[config.mk]
export PLATFORM = sky130hd
export DESIGN_NAME = timer3_ctrl
export DESIGN_NICKNAME = d
export VERILOG_FILES = /design/src/hdl/pin_sync.v /design/src/hdl/timer3_ctrl.v
export VERILOG_INCLUDE_DIRS = /design/src /design/src/common
export SDC_FILE = /design/constraint.sdc
export NUM_CORES = 1
export LEC_CHECK = 0
export ABC_AREA = 1
export BUFFER_PORTS_ARGS = -buffer_cell sky130_fd_sc_hd__clkbuf_2
export CORE_MARGIN = 2
export CORE_UTILIZATION = 35
export CTS_BUF_LIST = sky130_fd_sc_hd__clkbuf_8
export CTS_CLUSTER_DIAMETER = 60
export DETAILED_ROUTE_END_ITERATION = 10
export PLACE_DENSITY = 0.57
export SETUP_SLACK_MARGIN = 0.3
export SLEW_MARGIN = 15
export SYNTH_ARGS = -nofsm -noshare
export SYNTH_HDL_FRONTEND = slang
export SYNTH_SLANG_ARGS = --single-unit
[constraint.sdc]
create_clock -name core_clk -period 2.6 [get_ports core_clk]
set_input_delay 0.52 -clock core_clk [delete_from_list [all_inputs] [get_ports core_clk]]
set_output_delay 0.52 -clock core_clk [all_outputs]
set_load 0.02 [all_outputs]
[src/common/timer3_defs.vh]
`ifndef TIMER3_DEFS_VH
`define TIMER3_DEFS_VH

// register byte addresses
`define T3_ADDR_CTRL 12'h000
`define T3_ADDR_CTRL_CLR 12'h008
`define T3_ADDR_COUNT 12'h010
`define T3_ADDR_FIXED 12'h020
`define T3_ADDR_W 12

// control field positions
`define T3_SEL_HI 19
`define T3_SEL_LO 16
`define T3_IRQ_BIT 15
`define T3_IRQEN_BIT 14
`define T3_VALID_BIT 10
`define T3_DUTY_BIT 9
`define T3_POL_BIT 8
`define T3_UPD_BIT 7
`define T3_RELOAD_BIT 6

// source select codes
`define T3_SRC_NEVER 4'h0
`define T3_SRC_PWM0 4'h1
`define T3_SRC_PWM1 4'h2
`define T3_SRC_PWM2 4'h3
`define T3_SRC_PWM3 4'h4
`define T3_SRC_PWM4 4'h5
`define T3_SRC_QA 4'h6
`define T3_SRC_QB 4'h7
`define T3_SRC_XTAL 4'h8
`define T3_SRC_ALWAYS 4'hC

// widths and reset values
`define T3_CNT_W 16
`define T3_CNT_ZERO 16'h0000
`define T3_CNT_ONE 16'h0001
`define T3_NSRC 8
`define T3_WORD_ZERO 32'h0000_0000
`define T3_SEL_RST 4'h0

`endif

[src/hdl/pin_sync.v]
`timescale 1ns/100ps
module pin_sync
(
   input wire core_clk,
   input wire nrst,
   input wire ce,
   input wire [7:0] pins,
   output reg [7:0] level_q
);
   reg [7:0] s1_q;
   reg [7:0] s2_q;
   reg [7:0] s3_q;
   integer i;

   // three-stage chain; a bit changes only once stages two and three agree
   always @(posedge core_clk or negedge nrst)
   begin
      if (!nrst)
      begin
         s1_q <= 8'h00;
         s2_q <= 8'h00;
         s3_q <= 8'h00;
         level_q <= 8'h00;
      end
      else if (ce)
      begin
         s1_q <= pins;
         s2_q <= s1_q;
         s3_q <= s2_q;
         for (i = 0; i < 8; i = i + 1)
         begin
            if (s2_q[i] == s3_q[i])
               level_q[i] <= s3_q[i];
         end
      end
   end
endmodule

[src/hdl/timer3_ctrl.v]
`timescale 1ns/100ps
`include "timer3_defs.vh"
module timer3_ctrl
(
   input wire core_clk,
   input wire nrst,
   input wire ce,
   input wire psel,
   input wire penable,
   input wire pwrite,
   input wire [31:0] paddr,
   input wire [31:0] pwdata,
   output reg [31:0] prdata,
   output wire pready,
   output wire pslverr,
   input wire [4:0] pulse_in,
   input wire quadrature_input_a,
   input wire quadrature_input_b,
   input wire xtal_32k,
   output wire timer_irq
);
   reg [3:0] sel_q;
   reg irq_flag_q;
   reg irq_en_q;
   reg valid_q;
   reg duty_q;
   reg pol_q;
   reg upd_q;
   reg reload_q;
   reg [`T3_CNT_W-1:0] fixed_q;
   reg [`T3_CNT_W-1:0] count_q;
   reg [`T3_CNT_W-1:0] hi_cnt_q;
   reg [`T3_CNT_W-1:0] lo_cnt_q;
   reg [`T3_CNT_W-1:0] res_hi_q;
   reg [`T3_CNT_W-1:0] res_lo_q;
   reg armed_q;
   reg prev_q;
   wire [7:0] src_level;
   reg raw_level;
   wire level;
   wire edge_det;
   wire tick;
   wire setup;
   wire acc;
   wire wr;
   wire [`T3_ADDR_W-1:0] addr;
   wire mapped;
   wire wr_ctrl;
   wire wr_clr;
   wire wr_fixed;
   wire [`T3_CNT_W-1:0] cnt_dec;
   wire zero_hit;

   // all external sources cross into core_clk through one synchroniser bank
   pin_sync u_sync
   (
      .core_clk(core_clk),
      .nrst(nrst),
      .ce(ce),
      .pins({xtal_32k, quadrature_input_b, quadrature_input_a, pulse_in}),
      .level_q(src_level)
   );

   // source multiplexer; unlisted codes other than always-tick (4'hC) behave as never-tick
   always @*
   begin
      case (sel_q)
         `T3_SRC_PWM0: raw_level = src_level[0];
         `T3_SRC_PWM1: raw_level = src_level[1];
         `T3_SRC_PWM2: raw_level = src_level[2];
         `T3_SRC_PWM3: raw_level = src_level[3];
         `T3_SRC_PWM4: raw_level = src_level[4];
         `T3_SRC_QA: raw_level = src_level[5];
         `T3_SRC_QB: raw_level = src_level[6];
         `T3_SRC_XTAL: raw_level = src_level[7];
         default: raw_level = 1'b0;
      endcase
   end

   // polarity inversion sits ahead of the edge detector
   assign level = raw_level ^ pol_q;
   assign edge_det = level & ~prev_q;
   // always-tick bypasses the edge detector, never-tick yields no edge at all
   assign tick = (sel_q == `T3_SRC_ALWAYS) | edge_det;

   // apb decode; zero wait states, unmapped addresses raise pslverr
   assign setup = psel & ~penable;
   assign acc = psel & penable;
   assign addr = paddr[`T3_ADDR_W-1:0];
   assign mapped = (addr == `T3_ADDR_CTRL) | (addr == `T3_ADDR_CTRL_CLR) |
                   (addr == `T3_ADDR_COUNT) | (addr == `T3_ADDR_FIXED);
   assign pready = 1'b1;
   assign pslverr = acc & ~mapped;
   assign wr = acc & pwrite;
   assign wr_ctrl = wr & (addr == `T3_ADDR_CTRL);
   assign wr_clr = wr & (addr == `T3_ADDR_CTRL_CLR);
   assign wr_fixed = wr & (addr == `T3_ADDR_FIXED);

   assign cnt_dec = count_q - `T3_CNT_ONE;
   assign zero_hit = ~duty_q & tick & (count_q == `T3_CNT_ONE);

   // interrupt only in normal counter mode
   assign timer_irq = irq_flag_q & irq_en_q & ~duty_q;

   // read data is captured in the setup cycle so it is a flop in the access cycle
   always @(posedge core_clk or negedge nrst)
   begin
      if (!nrst)
         prdata <= `T3_WORD_ZERO;
      else if (ce & setup)
      begin
         prdata <= `T3_WORD_ZERO; // reserved bits read zero
         case (addr)
            `T3_ADDR_CTRL, `T3_ADDR_CTRL_CLR:
            begin
               prdata[`T3_SEL_HI:`T3_SEL_LO] <= sel_q;
               prdata[`T3_IRQ_BIT] <= irq_flag_q;
               prdata[`T3_IRQEN_BIT] <= irq_en_q;
               prdata[`T3_VALID_BIT] <= valid_q;
               prdata[`T3_DUTY_BIT] <= duty_q;
               prdata[`T3_POL_BIT] <= pol_q;
               prdata[`T3_UPD_BIT] <= upd_q;
               prdata[`T3_RELOAD_BIT] <= reload_q;
            end
            // in duty mode the count word holds low time above high time
            `T3_ADDR_COUNT:
               prdata <= duty_q ? {res_lo_q, res_hi_q} : {`T3_CNT_ZERO, count_q};
            `T3_ADDR_FIXED:
               prdata <= {`T3_CNT_ZERO, fixed_q};
            default:
               prdata <= `T3_WORD_ZERO;
         endcase
      end
   end

   // control fields; the clear alias clears every writable bit that is set in pwdata
   always @(posedge core_clk or negedge nrst)
   begin
      if (!nrst)
      begin
         sel_q <= `T3_SEL_RST;
         irq_en_q <= 1'b0;
         duty_q <= 1'b0;
         pol_q <= 1'b0;
         upd_q <= 1'b0;
         reload_q <= 1'b0;
      end
      else if (ce)
      begin
         if (wr_ctrl)
         begin
            sel_q <= pwdata[`T3_SEL_HI:`T3_SEL_LO];
            irq_en_q <= pwdata[`T3_IRQEN_BIT];
            duty_q <= pwdata[`T3_DUTY_BIT];
            pol_q <= pwdata[`T3_POL_BIT];
            upd_q <= pwdata[`T3_UPD_BIT];
            reload_q <= pwdata[`T3_RELOAD_BIT];
         end
         else if (wr_clr)
         begin
            sel_q <= sel_q & ~pwdata[`T3_SEL_HI:`T3_SEL_LO];
            irq_en_q <= irq_en_q & ~pwdata[`T3_IRQEN_BIT];
            duty_q <= duty_q & ~pwdata[`T3_DUTY_BIT];
            pol_q <= pol_q & ~pwdata[`T3_POL_BIT];
            upd_q <= upd_q & ~pwdata[`T3_UPD_BIT];
            reload_q <= reload_q & ~pwdata[`T3_RELOAD_BIT];
         end
      end
   end

   // zero-reached flag; a zero hit in the clearing cycle wins
   always @(posedge core_clk or negedge nrst)
   begin
      if (!nrst)
         irq_flag_q <= 1'b0;
      else if (ce)
      begin
         if (zero_hit)
            irq_flag_q <= 1'b1;
         else if (wr_ctrl & ~pwdata[`T3_IRQ_BIT])
            irq_flag_q <= 1'b0;
         else if (wr_clr & pwdata[`T3_IRQ_BIT])
            irq_flag_q <= 1'b0;
      end
   end

   // fixed count and running count; a software load beats a tick in the same cycle
   always @(posedge core_clk or negedge nrst)
   begin
      if (!nrst)
      begin
         fixed_q <= `T3_CNT_ZERO;
         count_q <= `T3_CNT_ZERO;
      end
      else if (ce)
      begin
         if (wr_fixed)
            fixed_q <= pwdata[`T3_CNT_W-1:0];
         if (wr_fixed & upd_q)
            count_q <= pwdata[`T3_CNT_W-1:0];
         else if (!duty_q)
         begin
            if (count_q == `T3_CNT_ZERO)
            begin
               // keeps loading so a non-zero fixed count starts the timer at once
               if (reload_q)
                  count_q <= fixed_q;
            end
            else if (tick)
            begin
               if (zero_hit)
                  count_q <= reload_q ? fixed_q : `T3_CNT_ZERO;
               else
                  count_q <= cnt_dec;
            end
         end
      end
   end

   // duty measurement: count high and low cycles between detected edges
   // the first edge after arming only starts a period, so a write costs one full period
   always @(posedge core_clk or negedge nrst)
   begin
      if (!nrst)
      begin
         prev_q <= 1'b0;
         armed_q <= 1'b0;
         hi_cnt_q <= `T3_CNT_ZERO;
         lo_cnt_q <= `T3_CNT_ZERO;
         res_hi_q <= `T3_CNT_ZERO;
         res_lo_q <= `T3_CNT_ZERO;
         valid_q <= 1'b0;
      end
      else if (ce)
      begin
         // a new select or polarity can flip the level at once; masking one cycle
         // keeps that flip from passing for an edge, at the cost of a real edge there
         if (wr_ctrl | wr_clr)
            prev_q <= 1'b1;
         else
            prev_q <= level;
         if (!duty_q | wr_ctrl | wr_clr)
         begin
            valid_q <= 1'b0;
            armed_q <= 1'b0;
            hi_cnt_q <= `T3_CNT_ZERO;
            lo_cnt_q <= `T3_CNT_ZERO;
         end
         else if (edge_det)
         begin
            armed_q <= 1'b1;
            if (armed_q)
            begin
               res_hi_q <= hi_cnt_q;
               res_lo_q <= lo_cnt_q;
               valid_q <= 1'b1;
            end
            hi_cnt_q <= `T3_CNT_ONE;
            lo_cnt_q <= `T3_CNT_ZERO;
         end
         else if (armed_q)
         begin
            // counters saturate rather than wrap on very slow inputs
            if (level & (hi_cnt_q != {`T3_CNT_W{1'b1}}))
               hi_cnt_q <= hi_cnt_q + `T3_CNT_ONE;
            else if (!level & (lo_cnt_q != {`T3_CNT_W{1'b1}}))
               lo_cnt_q <= lo_cnt_q + `T3_CNT_ONE;
         end
      end
   end
endmodule

==> key figures, run 1 <==
Route
  – Wire per inst: 15.4 um
  – Iteration-0 DRC Markers: between 600 and 700
  – DR pass1 iterations: 5
  – Final ANT Viol Nets: 0
  – Vias after detailed routing: 8033
  – Total Wirelength: 24900 um
  – Vias per cell: about 5.0
  – DR DRC count: 0

Clock network
  – Cts bufs inserted: 17
  – Clk sink count: 173
  – H-tree depth: 4
  – Clock transition at the registers of the reported paths: 130 ps
  – Cts hold-fix bufs: 0
  – Root Buffer: clkbuf_8
  – Clk_lat worst skew: 480 ps
  – Max Buffers Root-to-Sink: 2
  – CTS tree: built

Die
  – Die W: 166 um
  – Die area: 27600 um^2
  – I/O pin total: 113
  – Initial Utilization: 0.355
  – Core area: 25900 um^2
  – FP Rows: between 50 and 60
  – Die Height: roughly 170 um

Worst setup path
  – R2R cell count: 13
  – Crit-path max FO: 7
  – CP required: 2960 ps
  – CP Class: reg2reg
  – FF-to-FF Start: hi_cnt_q[0]
  – Crit end category: flip-flop
  – Worst EP arrival: about 2600 ps
  – CP startpoint kind: flip-flop
  – Register-to-register setup slack: 390 ps
  – Setup crit start: hi_cnt_q[0]
  – Reg2reg end: hi_cnt_q[4]

Global route
  – Largest net degree at the start of global routing: 59
  – Initial antenna violation count: 0
  – All-Layer GR Usage: 0.184
  – Vias in the first global route: 7868
  – Total grt overflow: 0
  – First-pass GRT wire length: 41100 um

Flow run
  – Max_cap viols: 0

Synth
  – Post-synthesis mux area share: 0.00367
  – Syn nets: ~1.3k
  – FF+latch count, synth: 173
  – Post-synthesis xor/xnor area fraction: 0.0238
  – Post-synthesis cell area: 9190 um^2
  – Adder-cell share of the synthesized area: 0.00544
  – Ys flop type: dfrtp_1
  – Simple-Gate Fraction of Synth Area: 0.259
  – Synth unique cells: 46
  – Post-synth EDFFs: 0
  – Async SR Flop Fraction: 1.00
  – Largest family of logic cells by synthesized area: simple AND/OR/NAND/NOR gates
  – Post-synthesis cell count: 1170
  – Synth Area in Compound Gates: 0.149
  – Ys Warns: 0
  – Syn Area/Cell: 7.86 um^2
  – Seq/Total Area, Yosys: 0.471

Timing
  – Fin crit period: 2210 ps
  – Final worst path period share: 0.849
  – Tightest Pin Transition: 611 ps
  – Worst Skew: 30.1 ps
  – RSZ-0062 raised after global routing: yes
  – Post-route setup TNS: 0 ps
  – Final Hold Fails: 11
  – Rel. slew slack: 0.589
  – Post-Route Hold Slack: -20.2 ps
  – Pins Over Slew Limit: 0
  – Setup violators final: 0
  – Fmax: 453 MHz

Outcome
  – Failing checks: hold timing
  – Status: finished with violations

Worst hold path
  – Hold Crit Class: in2async

Final layout
  – Synth-to-layout area growth: 16.2%
  – N_diodes: 0
  – Final core occ: 0.412
  – Final Cell Area: 10700 um^2
  – Share of layout cells above drive strength 1: 0.192
  – Filler cells: 2661
  – Fin nets: 1346

Power and ir drop
  – P_leak: 5.09 nW
  – Worst VDD drop: 345 uV
  – Final Power: about 6.3 mW
  – PwrDens: 590 nW/um^2

Place
  – Routability cong.: 0.861
  – Dpl cell area: 10000 um^2
  – I/O Buffers: between 70 and 80
  – Detailed placement HPWL: roughly 18000 um
worst max-delay path, stage by stage (launching register included):
cell and delay (ps):
dfrtp_1 370, ha_1 200, nand2_1 110, nor2_4 120
nand3_1 140, nor3_2 130, nand2_1 90, nor2_2 120
nand3_1 80, nand4_1 220, nand2_2 130, buf_4 180
a21oi_1 140, nor2_1 70
cells in the mapped netlist, types with 2 or more instances:
cell	count	share of area
ha_1	4	0.0054
nand2_1	289	0.12
nor2_2	3	0.0020
inv_4	2	0.0014
o31ai_1	2	0.0016
nor2_4	2	0.0024
clkbuf_1	24	0.0098
o21ai_2	30	0.029
o21bai_1	3	0.0024
nand2_2	5	0.0034
nand3_1	62	0.034
nand4_1	23	0.016
inv_1	134	0.055
inv_2	5	0.0020
nor4_1	9	0.0061
mux2_2	3	0.0037
buf_1	4	0.0016
nor3_2	2	0.0022
o21ai_1	8	0.0044
buf_4	3	0.0024
o21ai_0	123	0.067
o211ai_1	11	0.0090
dfrtp_1	173	0.47
buf_2	11	0.0060
nor2_1	114	0.047
xor2_1	25	0.024
nor3_1	21	0.011
clkinv_1	2	0.00082
a221oi_1	2	0.0019
buf_6	7	0.0086
a31oi_1	10	0.0068
nor2_8	3	0.0065
a21oi_1	20	0.011
a211oi_1	2	0.0016
a21oi_2	5	0.0048
o22ai_1	10	0.0068
nand2_4	5	0.0061
cell type report:
class,instances,area [um^2],share of cell area
flip-flops and latches,173,4330,0.406
multi-input cells,804,4140,0.388
repair buffers,124,810,0.0758
inverters,144,548,0.0513
well taps,335,419,0.0392
clock buffers,17,234,0.0219
clock inverters,15,196,0.0184
how the worst max path moves through the flow:
stage / end / cells after the start / slack, ps
2_1_floorplan: res_hi_q[9] / 15 / 540
3_3_place_gp: res_hi_q[7] / 16 / 70
3_5_place_dp: res_hi_q[12] / 16 / 40
4_1_cts: hi_cnt_q[15] / 14 / 300
5_1_grt: res_lo_q[10] / 14 / 260
6_report: hi_cnt_q[4] / 13 / 390
cells by family (layout without fill, tap and decap cells):
family / count (synthesis) / after routing
AO/OA/AOI/OAI: 230 / 230
XOR/XNOR: 25 / 25
adder cells (fa/ha/maj): 4 / 4
buffers and inverters: 193 / 300
flip-flops: 173 / 173
multiplexers: 3 / 3
other: 1 / 1
AND/OR/NAND/NOR: 541 / 541
state kept, by name, indices dropped and copies added (netlist names), 16 cells and up:
name      flops
fixed_q      16
res_hi_q     16
lo_cnt_q     16
res_lo_q     16
count_q      16
hi_cnt_q     16
prdata       32
timing repair:
item / CTS / global route
endpoints found under the setup margin: 38 / 67
resized for setup: 7 / 27
pin swaps: 0 / 9
endpoints found under the hold margin: 0 / 0
gates cloned: 0 / 1
setup buffers: 0 / 10
layout by cell type (no fill, tap or decap), drive strengths merged, types with 7 or more instances in the layout:
| cell type | n |
|---|---|
| o21ai | 161 |
| clkinv | 7 |
| nor4 | 9 |
| clkbuf | 95 |
| o22ai | 10 |
| inv | 149 |
| nor3 | 24 |
| a31oi | 10 |
| xor2 | 25 |
| dfrtp | 173 |
| nand3 | 63 |
| nand4 | 23 |
| a21oi | 25 |
| buf | 46 |
| nand2 | 299 |
| nor2 | 122 |
| o211ai | 11 |
layer usage:
| layer | share of wire | vias to the layer above | wire length [um] | global-route usage |
|---|---|---|---|---|
| li1 | - | 3993 | - | - |
| met1 | 0.47 | 3829 | 11600 | 0.250 |
| met2 | 0.47 | 186 | 11800 | 0.303 |
| met3 | 0.040 | 25 | 984 | 0.0334 |
| met4 | 0.021 | 0 | 527 | 0.0522 |
| met5 | 0 | - | 0 | 0 |
metrics by stage:
stage          setup WS [ps]  instances
6_report                 393       1612
5_1_grt                  263       1612
4_1_cts                  300       1601
3_5_place_dp            37.1       1569
3_3_place_gp            70.2       1569
2_1_floorplan            544       1170
power by group:
group,internal [mW],switching [mW]
sequential,2.87,0.164
combinational,0.441,0.744
clock,0.909,1.18
total,4.22,2.08
No activity file was read; power rests on OpenSTA's default activity.
==> run 2: changes to the inputs <==
--- a/config.mk
+++ b/config.mk
@@ -6,14 +6,14 @@
 export SDC_FILE = /design/constraint.sdc
 export NUM_CORES = 1
 export LEC_CHECK = 0
-export ABC_AREA = 1
+export ABC_AREA = 0
 export BUFFER_PORTS_ARGS = -buffer_cell sky130_fd_sc_hd__clkbuf_2
 export CORE_MARGIN = 2
 export CORE_UTILIZATION = 35
 export CTS_BUF_LIST = sky130_fd_sc_hd__clkbuf_8
 export CTS_CLUSTER_DIAMETER = 60
 export DETAILED_ROUTE_END_ITERATION = 10
-export PLACE_DENSITY = 0.57
+export PLACE_DENSITY = 0.59
 export SETUP_SLACK_MARGIN = 0.3
 export SLEW_MARGIN = 15
 export SYNTH_ARGS = -nofsm -noshare
==> constraint.sdc (replaced) <==
create_clock -name core_clk -period 1.85 [get_ports core_clk]
set_input_delay 0.37 -clock core_clk [delete_from_list [all_inputs] [get_ports core_clk]]
set_output_delay 0.37 -clock core_clk [all_outputs]
set_load 0.02 [all_outputs]
==> run 2 against run 1 <==
Against the previous run: the flow finishes with violations (setup timing); first-iteration DRC count shrank 14%; clock power grew 37%; die area shrank 5.9%; via count shrank 6.8%; core utilization grew 12 points; global-route usage grew 1.6 points; combinational power grew 89%; cell area grew 21%; worst hold slack gained 120 ps; clock-buffer cell count is the same; cell count shrank 12%; critical endpoint is now pslverr.
==> key figures, run 2 <==
Outcome
  – Status: finished with violations (unchanged)
  – Failing checks: setup timing (was hold timing)

Worst setup path
  – Top delay family on crit path: simple AND/OR/NAND/NOR gates (unchanged)
  – CP Buf/Inv Count: 3 (was 1)
  – Crit path max-delay cell type: or4_4 (was dfrtp_1)
  – Crit end category: output port (was flip-flop)
  – Most frequent cell on the critical path: or4_4
  – Setup crit start: paddr[9] (was hi_cnt_q[0])
  – CP Class: in2out (was reg2reg)
  – Max incr delay on CP: 520 ps (was 370 ps)
  – CP required: 1480 ps (was 2960 ps)
  – Worst EP arrival: 2210 ps (was 2570 ps)
  – Register-to-register setup slack: -640 ps (was 390 ps)
  – R2R cell count: 11 (was 13)
  – CP startpoint kind: input port (was flip-flop)
  – FF-to-FF Start: sel_q[0] (was hi_cnt_q[0])
  – Crit path cell chain: clkbuf_2 -> or4_4 -> or4_4 -> buf_6 -> nor3b_4 -> nor3_2 -> and3_4 -> buf_8 (was ha_1 -> nand2_1 -> nor2_4 -> nand3_1 -> nor3_2 -> nand2_1 -> nor2_2 -> nand3_1 -> nand4_1 -> nand2_2 -> buf_4 -> a21oi_1 -> nor2_1)
  – Crit-path max FO: 3 (was 7)
  – Reg2reg end: lo_cnt_q[13] (was hi_cnt_q[4])

Power and ir drop
  – Final Power: 9.43 mW (was 6.30 mW)
  – Worst VDD drop: 564 uV (was 345 uV)
  – P_leak: 5.87 nW (was 5.09 nW)
  – PwrDens: 728 nW/um^2 (was 590 nW/um^2)

Global route
  – All-Layer GR Usage: 0.201 (was 0.184)
  – Largest net degree at the start of global routing: 67 (was 59)
  – Total grt overflow: 0 (unchanged)
  – Initial antenna violation count: 0 (unchanged)
  – First-pass GRT wire length: 40900 um (was 41100 um)
  – Vias in the first global route: 7502 (was 7868)

Route
  – Final ANT Viol Nets: 0 (unchanged)
  – Wire per inst: 18.6 um (was 15.4 um)
  – Vias after detailed routing: 7490 (was 8033)
  – Iteration-0 DRC Markers: 541 (was 632)
  – Total Wirelength: 26400 um (was 24900 um)
  – Vias per cell: 5.26 (was 4.98)
  – DR pass1 iterations: 6 (was 5)
  – DR DRC count: 0 (unchanged)

Clock network
  – Clk_lat worst skew: 490 ps (was 480 ps)
  – CTS tree: built (unchanged)
  – Root Buffer: clkbuf_8 (unchanged)
  – Clock transition at the registers of the reported paths: 110 ps (was 130 ps)
  – Clk sink count: 173 (unchanged)
  – H-tree depth: 4 (unchanged)
  – Cts bufs inserted: 17 (unchanged)
  – Max Buffers Root-to-Sink: 2 (unchanged)

Final layout
  – Filler cells: 2081 (was 2661)
  – Synth-to-layout area growth: 49.9% (was 16.2%)
  – Largest register FFs: 32 (unchanged)
  – Commonest non-fill, non-tap cell in the layout: dfrtp_1 (was nand2_1)
  – Most frequent cells in the layout: 171 x dfrtp_1, 141 x buf_4, 76 x clkbuf_2 (was 284 x nand2_1, 170 x dfrtp_1, 133 x inv_1)
  – Final core occ: 0.534 (was 0.412)
  – Post-route non-filler standard cell count: 1423 (was 1612)
  – Share of layout cells above drive strength 1: 0.519 (was 0.192)
  – Fin nets: 1168 (was 1346)
  – Largest Register: prdata (unchanged)
  – Multi-input logic area: 4930 um^2 (was 4140 um^2)
  – Register area: 4330 um^2 (about the same)
  – N_diodes: 0 (unchanged)

Flow run
  – Max_cap viols: 0 (unchanged)

Place
  – Placed insts: 1321 (was 1569)
  – I/O Buffers: 79 (unchanged)
  – Detailed placement HPWL: 17000 um (was 17600 um)
  – Routability cong.: 0.886 (was 0.861)

Timing
  – Pins Over Slew Limit: 0 (unchanged)
  – Final worst path period share: 1.39
  – Worst Skew: 17.5 ps (was 30.1 ps)
  – Fmax: 388 MHz
  – Rel. slew slack: 0.506 (was 0.589)
  – Fin crit period: 2580 ps
  – PnR worst setup slack: -727 ps (was 393 ps)
  – Tightest Pin Transition: 729 ps (was 611 ps)
  – Final Hold Fails: 0 (was 11)
  – RSZ-0062 raised after global routing: yes (unchanged)
  – Setup violators final: 143 (was 0)

Die
  – Die Height: 161 um (was 166 um)
  – Die W: 161 um (was 166 um)
  – Core area: 24200 um^2 (was 25900 um^2)
  – Initial Utilization: 0.356 (was 0.355)
  – FP Rows: 57 (was 59)
  – Die area: 25900 um^2 (was 27600 um^2)
  – I/O pin total: 113 (unchanged)

Synth
  – Synth top cells by count: 173 x dfrtp_1, 96 x nand2_1, 55 x mux2_2, 55 x nor2_1, 45 x o21ai_0 (was 289 x nand2_1, 173 x dfrtp_1, 134 x inv_1)
  – FF+latch count, synth: 173 (unchanged)
  – Synth area leader: dfrtp_1 (unchanged)
  – Synth top area cells: dfrtp_1 50%, mux2_2 7.2%, nand2_1 4.2% (was dfrtp_1 47%, nand2_1 12%, o21ai_0 6.7%)
  – Ys Warns: 0 (unchanged)
  – Synth unique cells: 69 (was 46)
  – Syn nets: 900 (was 1252)
  – Post-synthesis cell count: 818 (was 1170)
  – Area share of the largest cell type after synthesis: 0.501 (was 0.471)
  – Seq/Total Area, Yosys: 0.501 (was 0.471)
  – Syn Area/Cell: 10.6 um^2 (was 7.86 um^2)
  – Ys flop type: dfrtp_1 (unchanged)
  – Post-synthesis cell area: 8630 um^2 (was 9190 um^2)
  – Most frequent cell after synthesis: dfrtp_1 (was nand2_1)
  – Async SR Flop Fraction: 1.00 (unchanged)
  – Post-synth EDFFs: 0 (unchanged)

Worst hold path
  – Hold Crit Depth: 2
  – Worst Hold End: u_sync.s1_q[5]
  – Hold Crit Class: in2reg (was in2async)
  – Min-delay src: quadrature_input_a
[run 2: cell count changes in the layout (fill, tap and decap cells not counted), moves of 48 or more]
cell,delta
o21ai_0,-115
mux2_4,+48
buf_4,+103
nor2_1,-70
inv_1,-122
nand2_1,-214
[run 2: area by class of cell]
class	instances	share of cell area
flip-flops and latches	173	0.335
well taps	324	0.0313
multi-input cells	580	0.381
clock buffers	17	0.0181
repair buffers	301	0.215
inverters	13	0.00474
clock inverters	15	0.0149
[run 2: worst max-delay path by stage]
stage,to,slack (ps),cells past startpoint
after CTS,pslverr,-710,8
after global routing,pslverr,-760,8
final,pslverr,-730,8
after detailed placement,prdata[8],-820,8
after floorplan,res_hi_q[0],-700,9
after global placement,pslverr,-780,8
[run 2: per-stage QoR]
| step | hold WS, ps | worst slack (ps) | setup TNS [ps] | cell area [um^2] |
|---|---|---|---|---|
| 3_3_place_gp | 265 | -779 | -92350 | 10700 |
| 4_1_cts | 76.8 | -711 | -61230 | 12400 |
| 3_5_place_dp | 269 | -823 | -96960 | 10700 |
| 6_report | 101 | -727 | -69240 | 12900 |
| 2_1_floorplan | 74.4 | -698 | -75970 | 9040 |
| 5_1_grt | 87.6 | -757 | -77350 | 12900 |
[run 2: power by group]
group | switching, mW | total [mW] | internal, mW
logic | 1.04 | 2.25 | 1.22
clock network | 1.69 | 2.85 | 1.16
registers | 0.218 | 4.32 | 4.10
[run 2: what timing repair did]
action / CTS / global route
cloned: 15 / 2
endpoints found under the hold margin: 23 / 0
setup buffers: 37 / 15
gates resized for setup: 162 / 98
hold buffers: 1 / 0
pin swaps: 62 / 66
endpoints found under the setup margin: 143 / 143
[run 2: routing by layer]
layer / part of all wire / up-vias / GRT usage
li1: - / 3495 / -
met1: 0.44 / 3763 / 0.270
met2: 0.49 / 203 / 0.330
met3: 0.049 / 29 / 0.0372
met4: 0.021 / 0 / 0.0637
met5: 0 / - / 0
[run 2: logic make-up after synthesis]
| kind of cell | count (synthesis) | share of synthesized area |
|---|---|---|
| and+or+nand+nor | 274 | 0.159 |
| AOI/OAI and AO/OA | 180 | 0.142 |
| DFF | 173 | 0.501 |
| muxes | 87 | 0.122 |
| buffers and inverters | 65 | 0.0354 |
| xor gates and xnor gates | 34 | 0.0345 |
| adders and majority gates | 4 | 0.00580 |
| other | 1 | 0.000434 |
[run 2: worst reg2reg max path, stage by stage, from the launching register on]
cell	delay, ps
dfrtp_2	470
mux2_4	330
a2bb2oi_4	150
a32o_2	300
buf_6	130
buf_6	110
buf_6	120
o31ai_4	240
and2_4	240
buf_6	130
buf_16	130
nor2_2	30
